`src/capture_pkg.sv`:
```
// Purpose: Shared constants and types of the input capture channel
// Assumes: 32-bit APB register access, 16-bit time bases
// Notes: Offsets are byte addresses of aligned words
package capture_pkg;
   // Register byte offsets
   localparam logic [7:0] CTRL_OFS = 8'h00;
   localparam logic [7:0] BUF_OFS = 8'h04;
   localparam logic [7:0] STAT_OFS = 8'h08;
   localparam logic [7:0] MASK_OFS = 8'h0C;
   // Control register field positions
   localparam int IDLE_STOP_POS = 13;
   localparam int TSEL_LSB = 10;
   localparam int CPI_LSB = 5;
   localparam int OVF_POS = 4;
   localparam int BNE_POS = 3;
   localparam int MODE_LSB = 0;
   // Writable control bits; the others read zero apart from the two read-only flag bits
   localparam logic [15:0] CTRL_WMASK = 16'h3C67;
   // Values after reset
   localparam logic [15:0] CTRL_RST = 16'h0000;
   localparam logic [2:0] STAT_RST = 3'h0;
   localparam logic [2:0] MASK_RST = 3'h0;
   // Status bit positions
   localparam int ST_CAPT = 0;
   localparam int ST_WAKE = 1;
   localparam int ST_OVF = 2;
   // Prescaled edge counts
   localparam logic [3:0] PRE4_LAST = 4'h3;
   localparam logic [3:0] PRE16_LAST = 4'hF;

   typedef enum logic [2:0] {
      MODE_OFF = 3'b000,
      MODE_EDGE = 3'b001,
      MODE_FALL = 3'b010,
      MODE_RISE = 3'b011,
      MODE_PRE4 = 3'b100,
      MODE_PRE16 = 3'b101,
      MODE_UNUSED = 3'b110,
      MODE_WAKE = 3'b111
   } mode_t;

   typedef enum logic [2:0] {
      TB_TIMER_THREE = 3'b000,
      TB_TIMER_TWO = 3'b001,
      TB_TIMER_FOUR = 3'b010,
      TB_TIMER_FIVE = 3'b011,
      TB_TIMER_ONE = 3'b100,
      TB_PERIPH = 3'b111
   } tbase_t;

   // Stored control fields
   typedef struct packed {
      logic capture_idle_stop;
      logic [2:0] capture_timebase_select;
      logic [1:0] captures_per_interrupt;
      logic [2:0] capture_mode_select;
   } ctrl_t;

   // Time base counts from the timers
   typedef struct packed {
      logic [15:0] timer_one_clock;
      logic [15:0] timer_two_clock;
      logic [15:0] timer_three_clock;
      logic [15:0] timer_four_clock;
      logic [15:0] timer_five_clock;
   } timebase_t;
endpackage

```
`src/capture_channel.sv`:
```
// Purpose: Input capture channel with APB registers and interrupt
// Assumes: Idle, sleep and timer counts come from logic on i_clk
// Notes: Capture pin is synchronised before use
//
// Functional notes
// Idle-stop set halts capture while the processor idles; clear keeps it running.
// Time base select picks peripheral count or one of five timer counts.
// Captures-per-interrupt raises the interrupt every first to fourth capture.
// Captures-per-interrupt is ignored in every-edge and wake-up modes.
// Read-only overflow flag sets when the buffer overflows.
// Read-only buffer-not-empty flag shows unread captures remain.
// Wake-up mode only flags rising edges during sleep or idle.
// Unused mode performs no captures.
// Off mode switches the channel off.
// Every sixteenth rising edge is captured in prescale-16 mode.
// Every fourth rising edge is captured in prescale-4 mode.
// Each rising edge is captured in rising mode.
// Each falling edge is captured in falling mode.
// Every rising and falling edge is captured in every-edge mode.
// Unimplemented control bits read zero and ignore writes.
// Each capture stores the selected time base count, read in arrival order.
//
// Implementation choices: the register addresses and the APB slave port.
`timescale 1ns/1ns
`default_nettype none
module capture_channel #(
   parameter int DEPTH = 4
) (
   // Clock and reset
   input wire logic i_clk,
   input wire logic i_rst_n,
   // APB slave
   input wire logic i_psel,
   input wire logic i_penable,
   input wire logic i_pwrite,
   input wire logic [7:0] i_paddr,
   input wire logic [31:0] i_pwdata,
   output logic [31:0] o_prdata,
   output logic o_pready,
   output logic o_pslverr,
   // Capture pin and processor state
   input wire logic i_capture_channel,
   input wire logic i_cpu_idle,
   input wire logic i_cpu_sleep,
   // Time bases
   input wire capture_pkg::timebase_t i_timebase,
   // Interrupt
   output logic o_irq
);
   capture_pkg::ctrl_t ctrl_q;
   logic [2:0] stat_q;
   logic [2:0] stat_d;
   logic [2:0] mask_q;
   logic [15:0] periph_cnt_q;
   logic [3:0] pre_q;
   logic [1:0] cpi_cnt_q;
   logic ovf_q;
   logic rise;
   logic fall;
   logic fire;
   logic halted;
   logic wake_ev;
   logic capt_ev;
   logic [15:0] tb_val;
   logic [15:0] head;
   logic empty;
   logic full;
   logic acc;
   logic wr;
   logic rd;
   logic pop;
   logic flush;
   logic [15:0] ctrl_rd;
   capture_pkg::mode_t mode;
   logic [1:0] cpi_limit;

   assign mode = capture_pkg::mode_t'(ctrl_q.capture_mode_select);
   // Answer is built on the first access edge; writes and pops act at the completing edge
   assign acc = i_psel & i_penable & ~o_pready;
   assign wr = i_psel & i_penable & o_pready & i_pwrite;
   assign rd = i_psel & i_penable & o_pready & ~i_pwrite;
   assign pop = rd & (i_paddr == capture_pkg::BUF_OFS);
   assign flush = (mode == capture_pkg::MODE_OFF);

   // Pin synchroniser and edge detector
   capture_edge_sync u_sync (
      .i_clk(i_clk),
      .i_rst_n(i_rst_n),
      .i_pin(i_capture_channel),
      .o_rise(rise),
      .o_fall(fall)
   );

   // Capture buffer
   capture_fifo #(
      .WIDTH(16),
      .DEPTH(DEPTH)
   ) u_fifo (
      .i_clk(i_clk),
      .i_rst_n(i_rst_n),
      .i_flush(flush),
      .i_push(fire),
      .i_wdata(tb_val),
      .i_pop(pop),
      .o_rdata(head),
      .o_empty(empty),
      .o_full(full)
   );

   // Free-running peripheral clock count
   always_ff @(posedge i_clk) begin
      if (!i_rst_n) periph_cnt_q <= '0;
      else periph_cnt_q <= periph_cnt_q + 16'h0001;
   end

   // Time base selection; reserved codes capture zero
   always_comb begin
      case (ctrl_q.capture_timebase_select)
         capture_pkg::TB_PERIPH: tb_val = periph_cnt_q;
         capture_pkg::TB_TIMER_THREE: tb_val = i_timebase.timer_three_clock;
         capture_pkg::TB_TIMER_TWO: tb_val = i_timebase.timer_two_clock;
         capture_pkg::TB_TIMER_FOUR: tb_val = i_timebase.timer_four_clock;
         capture_pkg::TB_TIMER_FIVE: tb_val = i_timebase.timer_five_clock;
         capture_pkg::TB_TIMER_ONE: tb_val = i_timebase.timer_one_clock;
         default: tb_val = 16'h0000;
      endcase
   end

   // Idle stop gate
   assign halted = ctrl_q.capture_idle_stop & i_cpu_idle;

   // Capture event decode per mode
   always_comb begin
      fire = 1'b0;
      case (mode)
         capture_pkg::MODE_EDGE: fire = rise | fall;
         capture_pkg::MODE_FALL: fire = fall;
         capture_pkg::MODE_RISE: fire = rise;
         capture_pkg::MODE_PRE4: fire = rise & (pre_q == capture_pkg::PRE4_LAST);
         capture_pkg::MODE_PRE16: fire = rise & (pre_q == capture_pkg::PRE16_LAST);
         capture_pkg::MODE_UNUSED: fire = 1'b0;
         capture_pkg::MODE_WAKE: fire = 1'b0;
         capture_pkg::MODE_OFF: fire = 1'b0;
         default: fire = 1'b0;
      endcase
      if (halted) fire = 1'b0;
   end

   // Prescaler of rising edges; restarts when mode is rewritten
   always_ff @(posedge i_clk) begin
      if (!i_rst_n) begin
         pre_q <= '0;
      end else if (wr && i_paddr == capture_pkg::CTRL_OFS) begin
         pre_q <= '0;
      end else if (rise && !halted) begin
         if (fire) pre_q <= '0;
         else pre_q <= pre_q + 4'h1;
      end
   end

   // Captures per interrupt, ignored in every-edge and wake-up modes
   assign cpi_limit = (mode == capture_pkg::MODE_EDGE || mode == capture_pkg::MODE_WAKE) ?
      2'b00 : ctrl_q.captures_per_interrupt;
   assign capt_ev = fire & (cpi_cnt_q >= cpi_limit);
   always_ff @(posedge i_clk) begin
      if (!i_rst_n || flush) cpi_cnt_q <= '0;
      else if (capt_ev) cpi_cnt_q <= '0;
      else if (fire) cpi_cnt_q <= cpi_cnt_q + 2'b01;
   end

   // Wake-up event on rising edges during sleep or idle
   assign wake_ev = (mode == capture_pkg::MODE_WAKE) & rise & (i_cpu_sleep | i_cpu_idle);

   // Overflow flag; set on push into a full buffer, cleared by switching off
   always_ff @(posedge i_clk) begin
      if (!i_rst_n || flush) ovf_q <= 1'b0;
      else if (fire && full) ovf_q <= 1'b1;
   end

   // Control register; only implemented bits are stored
   always_ff @(posedge i_clk) begin
      if (!i_rst_n) begin
         ctrl_q <= '0;
      end else if (wr && i_paddr == capture_pkg::CTRL_OFS) begin
         ctrl_q.capture_idle_stop <= i_pwdata[capture_pkg::IDLE_STOP_POS];
         ctrl_q.capture_timebase_select <= i_pwdata[capture_pkg::TSEL_LSB +: 3];
         ctrl_q.captures_per_interrupt <= i_pwdata[capture_pkg::CPI_LSB +: 2];
         ctrl_q.capture_mode_select <= i_pwdata[capture_pkg::MODE_LSB +: 3];
      end
   end

   // Control read image; flags are read-only, gaps read zero
   always_comb begin
      ctrl_rd = capture_pkg::CTRL_RST;
      ctrl_rd[capture_pkg::IDLE_STOP_POS] = ctrl_q.capture_idle_stop;
      ctrl_rd[capture_pkg::TSEL_LSB +: 3] = ctrl_q.capture_timebase_select;
      ctrl_rd[capture_pkg::CPI_LSB +: 2] = ctrl_q.captures_per_interrupt;
      ctrl_rd[capture_pkg::OVF_POS] = ovf_q;
      ctrl_rd[capture_pkg::BNE_POS] = ~empty;
      ctrl_rd[capture_pkg::MODE_LSB +: 3] = ctrl_q.capture_mode_select;
      ctrl_rd = ctrl_rd & (capture_pkg::CTRL_WMASK | 16'h0018);
   end

   // Sticky status; a set in the clearing cycle wins
   always_comb begin
      stat_d = stat_q;
      if (wr && i_paddr == capture_pkg::STAT_OFS) stat_d = stat_q & ~i_pwdata[2:0];
      stat_d[capture_pkg::ST_CAPT] = stat_d[capture_pkg::ST_CAPT] | capt_ev;
      stat_d[capture_pkg::ST_WAKE] = stat_d[capture_pkg::ST_WAKE] | wake_ev;
      stat_d[capture_pkg::ST_OVF] = stat_d[capture_pkg::ST_OVF] | (fire & full);
   end

   // Status, mask and interrupt output
   always_ff @(posedge i_clk) begin
      if (!i_rst_n) begin
         stat_q <= capture_pkg::STAT_RST;
         mask_q <= capture_pkg::MASK_RST;
         o_irq <= 1'b0;
      end else begin
         stat_q <= stat_d;
         if (wr && i_paddr == capture_pkg::MASK_OFS) mask_q <= i_pwdata[2:0];
         o_irq <= |(stat_d & mask_q);
      end
   end

   // APB answer one cycle into the access phase
   always_ff @(posedge i_clk) begin
      if (!i_rst_n) begin
         o_pready <= 1'b0;
         o_pslverr <= 1'b0;
         o_prdata <= '0;
      end else begin
         o_pready <= acc;
         o_pslverr <= 1'b0;
         o_prdata <= '0;
         if (acc) begin
            case (i_paddr)
               capture_pkg::CTRL_OFS: o_prdata <= {16'h0000, ctrl_rd};
               capture_pkg::BUF_OFS: o_prdata <= {16'h0000, empty ? 16'h0000 : head};
               capture_pkg::STAT_OFS: o_prdata <= {29'h0, stat_q};
               capture_pkg::MASK_OFS: o_prdata <= {29'h0, mask_q};
               default: o_pslverr <= 1'b1;
            endcase
         end
      end
   end

   // Checks
   unimpl_zero_a: assert property (@(posedge i_clk) disable iff (!i_rst_n)
      (ctrl_rd & 16'hC380) == 16'h0000) else $error("Unimplemented bits not zero");
   bne_flag_a: assert property (@(posedge i_clk) disable iff (!i_rst_n)
      ctrl_rd[capture_pkg::BNE_POS] == !empty) else $error("Not-empty flag wrong");
   ovf_set_a: assert property (@(posedge i_clk) disable iff (!i_rst_n)
      fire && full && !flush |=> ovf_q) else $error("Overflow not flagged");
   off_quiet_a: assert property (@(posedge i_clk) disable iff (!i_rst_n)
      mode inside {capture_pkg::MODE_OFF, capture_pkg::MODE_UNUSED} |-> !fire)
      else $error("Capture while disabled");
   wake_nocap_a: assert property (@(posedge i_clk) disable iff (!i_rst_n)
      mode == capture_pkg::MODE_WAKE && rise && i_cpu_sleep |-> !fire && wake_ev)
      else $error("Wake mode misbehaves");
   idle_halt_a: assert property (@(posedge i_clk) disable iff (!i_rst_n)
      ctrl_q.capture_idle_stop && i_cpu_idle |-> !fire) else $error("Capture during idle stop");
   edge_both_a: assert property (@(posedge i_clk) disable iff (!i_rst_n)
      mode == capture_pkg::MODE_EDGE && !halted && (rise || fall) |-> fire && capt_ev)
      else $error("Edge mode missed an edge");
   rise_only_a: assert property (@(posedge i_clk) disable iff (!i_rst_n)
      mode == capture_pkg::MODE_RISE && !halted |-> fire == rise) else $error("Rise mode wrong");
   fall_only_a: assert property (@(posedge i_clk) disable iff (!i_rst_n)
      mode == capture_pkg::MODE_FALL && !halted |-> fire == fall) else $error("Fall mode wrong");
   pre_four_a: assert property (@(posedge i_clk) disable iff (!i_rst_n)
      mode == capture_pkg::MODE_PRE4 && fire |-> pre_q == 4'h3) else $error("Prescale 4 wrong");
   irq_level_a: assert property (@(posedge i_clk) disable iff (!i_rst_n)
      capt_ev && mask_q[capture_pkg::ST_CAPT] |=> o_irq) else $error("Interrupt not raised");
endmodule
`default_nettype wire

```
`src/capture_edge_sync.sv`:
```
// Purpose: Synchronise the capture pin and flag its edges
// Assumes: Pin is asynchronous to i_clk
// Notes: Edge pulses last one cycle
`timescale 1ns/1ns
`default_nettype none
module capture_edge_sync (
   // Clock and reset
   input wire logic i_clk,
   input wire logic i_rst_n,
   // Pin
   input wire logic i_pin,
   // Edge pulses
   output logic o_rise,
   output logic o_fall
);
   logic meta_q;
   logic sync_q;
   logic prev_q;

   // Two-stage synchroniser; first stage feeds only the second
   always_ff @(posedge i_clk) begin
      if (!i_rst_n) begin
         meta_q <= 1'b0;
         sync_q <= 1'b0;
         prev_q <= 1'b0;
      end else begin
         meta_q <= i_pin;
         sync_q <= meta_q;
         prev_q <= sync_q;
      end
   end

   // Edge detection on the synchronised level
   assign o_rise = sync_q & ~prev_q;
   assign o_fall = ~sync_q & prev_q;
endmodule
`default_nettype wire

```
`src/capture_fifo.sv`:
```
// Purpose: Small capture buffer memory with registered head word
// Assumes: Push and pop never both act on an empty buffer
// Notes: Push while full is refused and reported by o_full
`timescale 1ns/1ns
`default_nettype none
module capture_fifo #(
   parameter int WIDTH = 16,
   parameter int DEPTH = 4
) (
   // Clock and reset
   input wire logic i_clk,
   input wire logic i_rst_n,
   // Control
   input wire logic i_flush,
   input wire logic i_push,
   input wire logic [WIDTH-1:0] i_wdata,
   input wire logic i_pop,
   // State
   output logic [WIDTH-1:0] o_rdata,
   output logic o_empty,
   output logic o_full
);
   localparam int AW = $clog2(DEPTH);
   logic [WIDTH-1:0] mem_q [DEPTH];
   logic [AW-1:0] wr_q;
   logic [AW-1:0] rd_q;
   logic [AW:0] cnt_q;
   logic do_push;
   logic do_pop;

   assign do_push = i_push & ~o_full;
   assign do_pop = i_pop & ~o_empty;
   assign o_empty = (cnt_q == '0);
   assign o_full = (cnt_q == (AW+1)'(DEPTH));

   // Pointers and fill count
   always_ff @(posedge i_clk) begin
      if (!i_rst_n || i_flush) begin
         wr_q <= '0;
         rd_q <= '0;
         cnt_q <= '0;
      end else begin
         if (do_push) wr_q <= (wr_q == AW'(DEPTH-1)) ? '0 : wr_q + 1'b1;
         if (do_pop) rd_q <= (rd_q == AW'(DEPTH-1)) ? '0 : rd_q + 1'b1;
         cnt_q <= cnt_q + (AW+1)'(do_push) - (AW+1)'(do_pop);
      end
   end

   // Storage and registered head word
   always_ff @(posedge i_clk) begin
      if (do_push) mem_q[wr_q] <= i_wdata;
      o_rdata <= mem_q[rd_q];
   end
endmodule
`default_nettype wire

```
`config.mk`:
```
export PLATFORM = sky130hd
export DESIGN_NAME = capture_channel
export DESIGN_NICKNAME = d
export VERILOG_FILES = /design/src/capture_pkg.sv /design/src/capture_channel.sv /design/src/capture_edge_sync.sv /design/src/capture_fifo.sv
export SDC_FILE = /design/constraint.sdc
export NUM_CORES = 1
export LEC_CHECK = 0
export BUFFER_PORTS_ARGS = -buffer_cell sky130_fd_sc_hd__buf_2
export CAP_MARGIN = 25
export CORE_MARGIN = 3
export CORE_UTILIZATION = 45
export CTS_CLUSTER_SIZE = 25
export DETAILED_ROUTE_END_ITERATION = 10
export PLACE_DENSITY = 0.76
export SLEW_MARGIN = 25
export SYNTH_ARGS = -nofsm -noshare
export SYNTH_HDL_FRONTEND = slang
export SYNTH_SLANG_ARGS = --single-unit
export TNS_END_PERCENT = 50
```
`constraint.sdc`:
```
create_clock -name i_clk -period 5.75 [get_ports i_clk]
set_input_delay 1.15 -clock i_clk [delete_from_list [all_inputs] [get_ports i_clk]]
set_output_delay 1.15 -clock i_clk [all_outputs]
set_load 0.1 [all_outputs]
```
Word-level counts from Yosys, hierarchy flattened
Memories as Yosys holds them, arrays and structs flattened. A register that Yosys moved wholly into a read port is not among the register bits.
Cells that the tools add are included.
{ "word_totals": {"reg_bits": 83, "mem_bits_rw": 64, "in_bits": 128, "word_cells": 113, "n_memories": 1} }
{ "op_classes": {"n_addsub": 7, "order_cmp": 1, "eq_ne": 20, "n_mux": 13, "n_bitwise": 32, "n_reduce_logical": 19} }
{ "mem_list": {"columns": ["memory", "words", "word_bits", "read_ports", "rd_ports_with_merged_regs", "wr", "line_no", "rtl"], "rows": [
  ["u_fifo.mem_q", 4, 16, 1, 1, 1, "capture_fifo.sv:24", "logic [WIDTH-1:0] mem_q [DEPTH];"]
]} }
{ "ops": {"columns": ["operator", "n"], "rows": [
  ["$pmux W16 S6", 1],
  ["$pmux W16 S4", 1],
  ["$eq A3 B3 Y1 const B", 7],
  ["$and A1 B1 Y1", 17],
  ["$add A16 B1 Y16 const B", 1],
  ["$eq A8 B4 Y1 const B", 2],
  ["$mux W16", 1],
  ["$eq A3 B2 Y1 const B", 4],
  ["$logic_not A3 Y1", 3],
  ["$eq A8 B3 Y1 const B", 1],
  ["$logic_not A8 Y1", 1],
  ["$not A1 Y1", 7],
  ["$add A2 B1 Y2 const B", 3],
  ["$and A3 B3 Y3", 2],
  ["$eq A3 B1 Y1 const B", 2],
  ["$mux W2", 3],
  ["$pmux W1 S6", 1],
  ["$reduce_or A3 Y1", 2],
  ["$logic_and A1 B1 Y1", 5],
  ["$or A1 B1 Y1", 5],
  ["$add A4 B1 Y4 const B", 1],
  ["$eq A2 B2 Y1 const B", 2],
  ["$eq A4 B2 Y1 const B", 1],
  ["$eq A4 B4 Y1 const B", 1],
  ["12 further kinds", 18]
]} }

Longest topological paths before layout
Gate-level depths: netlist of the first run.
{ "depth": {"word_depth": 9, "depth_mapped": 12, "depth_no_buf": 12} }

Modules after synthesis
A second synthesis of the first run with hierarchy kept.
{ "hier_totals": {"hier_cells": 567, "hier_area_um2": 6723.9} }
{ "by_module_without_submodules": {"columns": ["mod", "instances", "cells_each", "area_each_um2", "seq_area_each_um2"], "rows": [
  ["capture_channel", 1, 409, 3559.7, 1141.1],
  ["capture_fifo", 1, 150, 3072.9, 2382.3],
  ["capture_edge_sync", 1, 8, 91.3, 60.1]
]} }

Worst setup path after synthesis of the first run
Ideal clock, no wire load.
{ "synth_path": {"kind": "in2reg", "startpoint": "in i_paddr[1]", "endpoint": "reg u_fifo.cnt_q[2]", "arrival_ns": 3.173, "required_time_ns": 5.601, "setup_slack_ns": 2.428, "path_stages": 12, "n_path_buf": 1, "cell_sequence": "nor4_1 > and2_1 > and4_1 > clkbuf_1 > ha_1 > inv_1 > ha_1 > inv_1 > fa_1 > xor2_1 > xnor2_1 > nor2_1"} }
{ "synth_via": {"elab_chain_len": 4} }
{ "synth_lines": {"columns": ["element", "line_no", "rtl"], "rows": [
  ["start, declared", "capture_channel.sv:36", "input wire logic [7:0] i_paddr,"],
  ["$eq A8 B3 Y1", "capture_channel.sv:82", "assign pop = rd & (i_paddr == capture_pkg::BUF_OFS);"],
  ["$and A1 B1 Y1", "capture_channel.sv:82", null],
  ["$and A1 B1 Y1", "capture_fifo.sv:32", "assign do_pop = i_pop & ~o_empty;"],
  ["via u_fifo.do_pop", "capture_fifo.sv:29", "logic do_pop;"],
  ["$sub A3 B1 Y3", "capture_fifo.sv:45", "cnt_q <= cnt_q + (AW+1)'(do_push) - (AW+1)'(do_pop);"],
  ["end signal, assigned", "capture_fifo.sv:45", null],
  ["end, declared", "capture_fifo.sv:27", "logic [AW:0] cnt_q;"]
]} }
The timed path passes the listed nets, and every way through them passes these cells.
A chain may end at the register's enable or synchronous reset.

Worst setup path in the final report of the first run
{ "layout_path": {"startpoint": "in i_paddr[1]", "endpoint": "reg u_fifo.cnt_q[2]"} }
{ "layout_via": {"elab_chain_len": 4} }
{ "layout_lines": {"columns": ["element", "line_no"], "rows": [
  ["$eq A8 B3 Y1", "capture_channel.sv:82"],
  ["$and A1 B1 Y1", "capture_channel.sv:82"],
  ["$and A1 B1 Y1", "capture_fifo.sv:32"],
  ["$sub A3 B1 Y3", "capture_fifo.sv:45"]
]} }
No other way between the ends.

==> results.yml, run 1 <==
run_status:
  status: "complete, no violations"
min_path:
  hold_start: "u_sync.meta_q"
  hold_end: "u_sync.sync_q"
  holdPathStages: 1
  hp-class: "reg2reg"
power_and_ir_drop:
  power_w: 0.002346
  power_leakage_nw: 3.091
  vdd_drop_max_mv: 0.2207
  powerDensity_nw_per_um2: 301.1
cts:
  post_cts_resized: 0
  cts-root-buf: "clkbuf_16"
  cts_buffers: 17
  cts_tree: "done"
  clk_latency_ns: 0.41
  clkSinkCount: 147
  cts.path.max_buffers: 2
  hold_buffers: 0
  cts_max_level: 4
  post_cts_buffers: 0
  clkTransAtPathRegs_ns: 0.06
worst_setup_path:
  arrival_ns: 3.46
  rr_worst_depth: 12
  end_kind: "flip-flop"
  cp_max_fo: 5
  required_ns: 6.02
  r2r_slack_ns: 3.01
  reg2reg_from: "u_sync.prev_q"
  r2r-end: "u_fifo.cnt_q[2]"
  startpoint_type: "input port"
  criticalPathCategory: "in2reg"
synth:
  yosys_warnings: 0
  synthDistinctLibCells: 55
  synth_edf_count: 64
  ys_seq_area_share_pct: 55.13
  ys_seq_elements: 147
  syn_avg_cell_area_um2: 12.31
  synth_flop_cell: "dfxtp_1"
  netlist_area_um2: 6500
  syn_inst: 528
  ys_async_sr_fraction_pct: 0
die:
  core_um2: 13990
  die_w_um: 126.2
  start_util_pct: 46.47
  ioPinCount: 163
  die_h_um: 126.2
  rows: 43
  dieArea_um2: 15920
global_routing:
  grtUsageMet3_pct: 4.495
  antenna_found_initial: 0
  grt_max_degree: 44
  grt.busiest_layer: "met2"
  grt_pass1_wl_um: 23120
  first_global_vias: 4772
  track_usage_pct: 18.72
  met1_usage_pct: 22.95
  grt_util_met2_pct: 31.27
  grt_overflow_total: 0
sta:
  finalClockSkew_ns: 0.007723
  relSlewSlack_pct: 32.24
  fin_crit_ns: 3.186
  setup_viol: 0
  max_freq_ghz: 0.3138
  report.final.hold_viol_count: 0
  rsz0062_at_grt: "no"
  finalMaxSlewViolations: 0
  fin_setup_tns_ns: 0
  tightest_slew_ns: 1.013
  worst_slack_ns: 2.564
  fin_crit_sh_pct: 55.41
layout:
  utilization_pct: 55.69
  area_growth_syn_to_layout_pct: 19.85
  drive_above_1_share_pct: 29.98
  nets: 786
  final_area_um2: 7790
  multi_input_area_um2: 2675
  seq_area_um2: 3583
  n_fill_cell: 1177
placement:
  preCtsSetupSlack_ns: 2.125
  gp_congestion: 0.8493
  dpl.hpwl_um: 10320
  dpl_cell_area_um2: 7162
  portBuffers: 123
flow_run:
  max_cap_viol_count: 0
routing:
  drtIter0Drc: 346
  drtAntennaViolNets: 0
  route.detailed.drc: 0
  wire_per_inst_um: 17.13
  first_pass_iters: 5
  vias: 4532
  routed_wl_um: 14350
  via_per_inst: 5.408
-- flip-flops by register name, summed over array words and instances (netlist names) --
register,flops
pre_q,4
mode,3
o_pready,1
u_sync.meta_q,1
u_fifo.wr_q,2
stat_q,3
periph_cnt_q,16
u_fifo.cnt_q,3
mask_q,3
u_fifo.mem_q,64
o_pslverr,1
cpi_cnt_q,2
u_sync.prev_q,1
u_fifo.o_rdata,16
o_prdata,16
ctrl_q,6
u_sync.sync_q,1
u_fifo.rd_q,2
o_irq,1
ovf_q,1
-- cells in the final DEF, fill, tap and decap left out, types with 3 or more instances in the layout --
cell type,netlist,layout
mux2_2,8,8
buf_4,16,3
nand2_1,37,37
nor2b_1,17,17
nor3_1,6,6
and3_1,15,15
edfxtp_1,64,64
a22oi_1,26,26
a21oi_1,14,14
and2_1,23,23
xnor2_1,11,11
clkinvlp_4,0,4
xor2_1,7,7
o21ai_0,6,6
mux2i_1,17,17
nor2_1,33,33
o31ai_1,4,3
clkbuf_16,0,21
a211oi_1,5,5
inv_1,12,12
conb_1,1,16
o221ai_1,5,5
dfxtp_1,83,83
buf_2,8,123
ha_1,13,13
mux4_2,27,27
nand3_1,14,14
nand4_1,4,4
-- critical path, stage by stage --
cell	delay (ns)
buf_2	0.10
nor4_1	0.42
and2_1	0.25
and4_1	0.31
ha_1	0.26
inv_1	0.05
ha_1	0.13
inv_1	0.05
fa_1	0.38
xor2_1	0.18
xnor2_1	0.14
nor2_1	0.05
-- area by class of cell --
type / instances / share of cell area [%]
antenna: 1 / 0.03212
clock buffer: 23 / 6.842
clock inverter: 9 / 1.124
inverter: 12 / 0.5782
multi-input combinational: 340 / 34.34
sequential: 147 / 46.00
tap: 180 / 2.891
timing repair buffer: 126 / 8.191
-- per-stage QoR --
stage,instances,hold slack [ns]
CTS,837,0.4384
global placement,805,0.4145
global route,837,0.4541
detailed placement,805,0.4248
floorplan,543,0.4119
finish,838,0.4344
-- power by group --
group          leakage, nW  internal, W  switching [W]
registers             1.25      0.00109     0.00000332
clock network        0.292     0.000700       0.000423
logic                 1.55    0.0000424      0.0000856
total                 3.09      0.00183       0.000512
-- how the worst max path moves through the flow --
stage | startpoint | end | slack (ns)
after CTS | i_paddr[1] | u_fifo.cnt_q[2] | 2.56
after detailed placement | i_paddr[1] | u_fifo.cnt_q[2] | 2.13
after global placement | i_paddr[1] | u_fifo.cnt_q[2] | 2.21
after global routing | i_paddr[1] | u_fifo.cnt_q[2] | 2.31
final | i_paddr[1] | u_fifo.cnt_q[2] | 2.56
after floorplan | i_paddr[1] | u_fifo.cnt_q[2] | 2.43
-- layer usage --
metal | wire length [um] | vias up
met5 | 0 | -
met4 | 352 | 0
met3 | 1026 | 30
met2 | 6795 | 197
met1 | 6179 | 2159
li1 | - | 2146
-- synthesized netlist by cell type (13+ instances only) --
cell,number,area (um^2)
and3_1,15,93.84
edfxtp_1,64,1922
a21oi_1,14,70.07
a22oi_1,26,195.2
buf_4,16,120.1
and2_1,23,143.9
mux2i_1,17,170.2
nand3_1,14,70.07
nor2b_1,17,106.4
ha_1,13,162.7
clkbuf_1,16,60.06
nor2_1,33,123.9
mux4_2,27,608.1
dfxtp_1,83,1662
nand2_1,37,138.9
-- logic make-up (layout without fill, tap and decap cells) --
logic type      count (synthesis)  count (layout)  synth area share, %
simple gates                  164             164                13.09
flops                         147             147                55.13
compound gates                 76              76                8.470
buf+inv                        56             170                4.658
mux                            52              52                13.36
xor+xnor                       18              18                2.425
fa+ha+maj                      14              14                2.810
other cells                     1              17              0.05769
(Power assumes the default switching activity.)
==> inputs of run 2 (changes only) <==
--- a/config.mk
+++ b/config.mk
@@ -11,7 +11,7 @@
 export CORE_UTILIZATION = 45
 export CTS_CLUSTER_SIZE = 25
 export DETAILED_ROUTE_END_ITERATION = 10
-export PLACE_DENSITY = 0.76
+export PLACE_DENSITY = 0.79
 export SLEW_MARGIN = 25
 export SYNTH_ARGS = -nofsm -noshare
 export SYNTH_HDL_FRONTEND = slang
==> constraint.sdc (replaced) <==
create_clock -name i_clk -period 2.61 [get_ports i_clk]
set_input_delay 0.522 -clock i_clk [delete_from_list [all_inputs] [get_ports i_clk]]
set_output_delay 0.522 -clock i_clk [all_outputs]
set_load 0.1 [all_outputs]
==> results.yml, run 2 (synthesized netlist as in run 1, its figures left out) <==
power_and_ir_drop:
  clkPwrFrac_pct: 47.3
  power_frac_seq_pct: 47.1
  p_int_w: 0.004002
  p_sw_w: 0.001118
  vdd_drop_max_mv: 0.4985
  powerDensity_nw_per_um2: 647.0
  power_leakage_nw: 3.165
  pwr-share-comb_pct: 5.6
  switching_share_pct: 21.83
worst_setup_path:
  criticalPathCategory: "reg2reg"
  arrival_ns: 2.79
  slowest_stage: "or4_4"
  reg2reg_from: "u_sync.prev_q"
  critPathMostFrequentCell: "ha_2"
  cp_max_fo: 3
  r2r-end: "u_fifo.cnt_q[2]"
  critical-path-max-stage-delay_ns: 0.53
  startpoint_type: "flip-flop"
  required_ns: 2.89
  path_buf_inv: 2
  r2r_slack_ns: 0.09
  crit_family: "simple AND/OR/NAND/NOR gates"
  end_kind: "flip-flop"
  rr_worst_depth: 12
  crit_chain: "inv_1, ha_2, and3_1, or4_4, o211a_4, and2_4, ha_2, inv_2, fa_2, xor2_2, xnor2_1, nor2_1"
sta:
  finalMaxSlewViolations: 0
  setup_viol: 0
  fin_crit_sh_pct: 96.40
  finalClockSkew_ns: 0.008320
  fin_setup_tns_ns: 0
  fin_crit_ns: 2.516
  rsz0062_at_grt: "no"
  report.final.hold_viol_count: 0
  worst_slack_ns: 0.09400
  tightest_slew_ns: 0.8898
  relSlewSlack_pct: 40.60
  max_freq_ghz: 0.3975
die:
  dieArea_um2: 15920
  die_h_um: 126.2
  core_um2: 13990
  ioPinCount: 163
  rows: 43
  start_util_pct: 46.47
  die_w_um: 126.2
placement:
  portBuffers: 123
  preCtsSetupSlack_ns: -0.2390
  dpl.hpwl_um: 10790
  gp_congestion: 0.8782
cts:
  clkTransAtPathRegs_ns: 0.06
  cts_tree: "done"
  cts_buffers: 17
  cts-root-buf: "clkbuf_16"
  clkSinkCount: 147
  clk_latency_ns: 0.42
  cts_max_level: 4
  hold_buffers: 0
  cts.path.max_buffers: 2
layout:
  nets: 803
  drive_above_1_share_pct: 33.09
  largest_reg_flops: 64
  final_cell_mix: "123 x buf_2, 80 x dfxtp_1, 64 x edfxtp_1"
  largest_register: "u_fifo.mem_q"
  diodes: 0
  layout_commonest_cell: "buf_2"
  area_growth_syn_to_layout_pct: 21.75
routing:
  vias: 4619
  wire_per_inst_um: 17.24
  drtAntennaViolNets: 0
  routed_wl_um: 14720
  first_pass_iters: 5
  drtIter0Drc: 263
  via_per_inst: 5.409
  route.detailed.drc: 0
global_routing:
  track_usage_pct: 18.66
  antenna_found_initial: 0
  grt_pass1_wl_um: 23330
  first_global_vias: 4865
  grt_overflow_total: 0
  grt_max_degree: 28
min_path:
  hold_end: "u_sync.meta_q"
  holdPathStages: 2
  hold_start: "i_capture_channel"
  hp-class: "in2reg"
flow_run:
  max_cap_viol_count: 0
run_status:
  status: "complete, no violations"
[run 2: how the worst max path moves through the flow]
stage	from	end	slack, ns	cells after the start
2_1_floorplan	i_paddr[1]	u_fifo.cnt_q[2]	0.02	12
4_1_cts	u_sync.sync_q	u_fifo.cnt_q[2]	0.02	12
3_3_place_gp	i_paddr[1]	u_fifo.cnt_q[2]	-0.1	12
5_1_grt	u_sync.prev_q	u_fifo.cnt_q[2]	0.01	12
6_report	u_sync.prev_q	u_fifo.cnt_q[2]	0.09	12
3_5_place_dp	i_paddr[1]	u_fifo.cnt_q[2]	-0.24	12
[run 2: final cells by class]
class                      instances  area (um^2)
timing repair buffer             143        765.7
clock buffer                      19        432.9
tap                              180        225.2
fill                            1181         6075
clock inverter                    13        161.4
sequential                       147         3587
multi-input combinational        340         2696
inverter                          12        45.04
[run 2: metrics by stage]
step | cells | util (%) | instance area (um^2) | hold WS, ns | total power (W)
floorplan | 543 | - | 6565 | 0.4119 | 0.002659
global placement | 821 | 52.11 | 7289 | 0.4152 | 0.002739
detailed placement | 821 | 52.11 | 7289 | 0.4487 | 0.002747
CTS | 853 | 56.40 | 7890 | 0.3102 | 0.005158
global route | 854 | 56.57 | 7914 | 0.3098 | 0.005276
finish | 854 | 56.57 | 7914 | 0.3253 | 0.005120
[run 2: per-layer routing]
| metal | GRT usage, % | up-vias | wire length, um |
|---|---|---|---|
| met5 | 0 | - | 0 |
| met3 | 5.004 | 22 | 1026 |
| met2 | 32.46 | 193 | 7279 |
| met4 | 6.877 | 0 | 295 |
| met1 | 22.22 | 2217 | 6119 |
| li1 | - | 2187 | - |
[run 2: power by group through the flow]
stage	Clock (W)	Combinational, W	Sequential [W]
6_report	0.00242	0.000285	0.00241
5_1_grt	0.00256	0.000306	0.00241
2_1_floorplan	0	0.000189	0.00247
3_3_place_gp	0	0.000277	0.00246
4_1_cts	0.00246	0.000285	0.00241
3_5_place_dp	0	0.000284	0.00246
[run 2: what timing repair did]
action / 4_1_cts / 5_1_grt
gates resized for setup: 4 / 3
pin swaps: 2 / 1
gates cloned: 0 / 0
setup endpoints to repair: 1 / 1
buffers inserted: 0 / 0
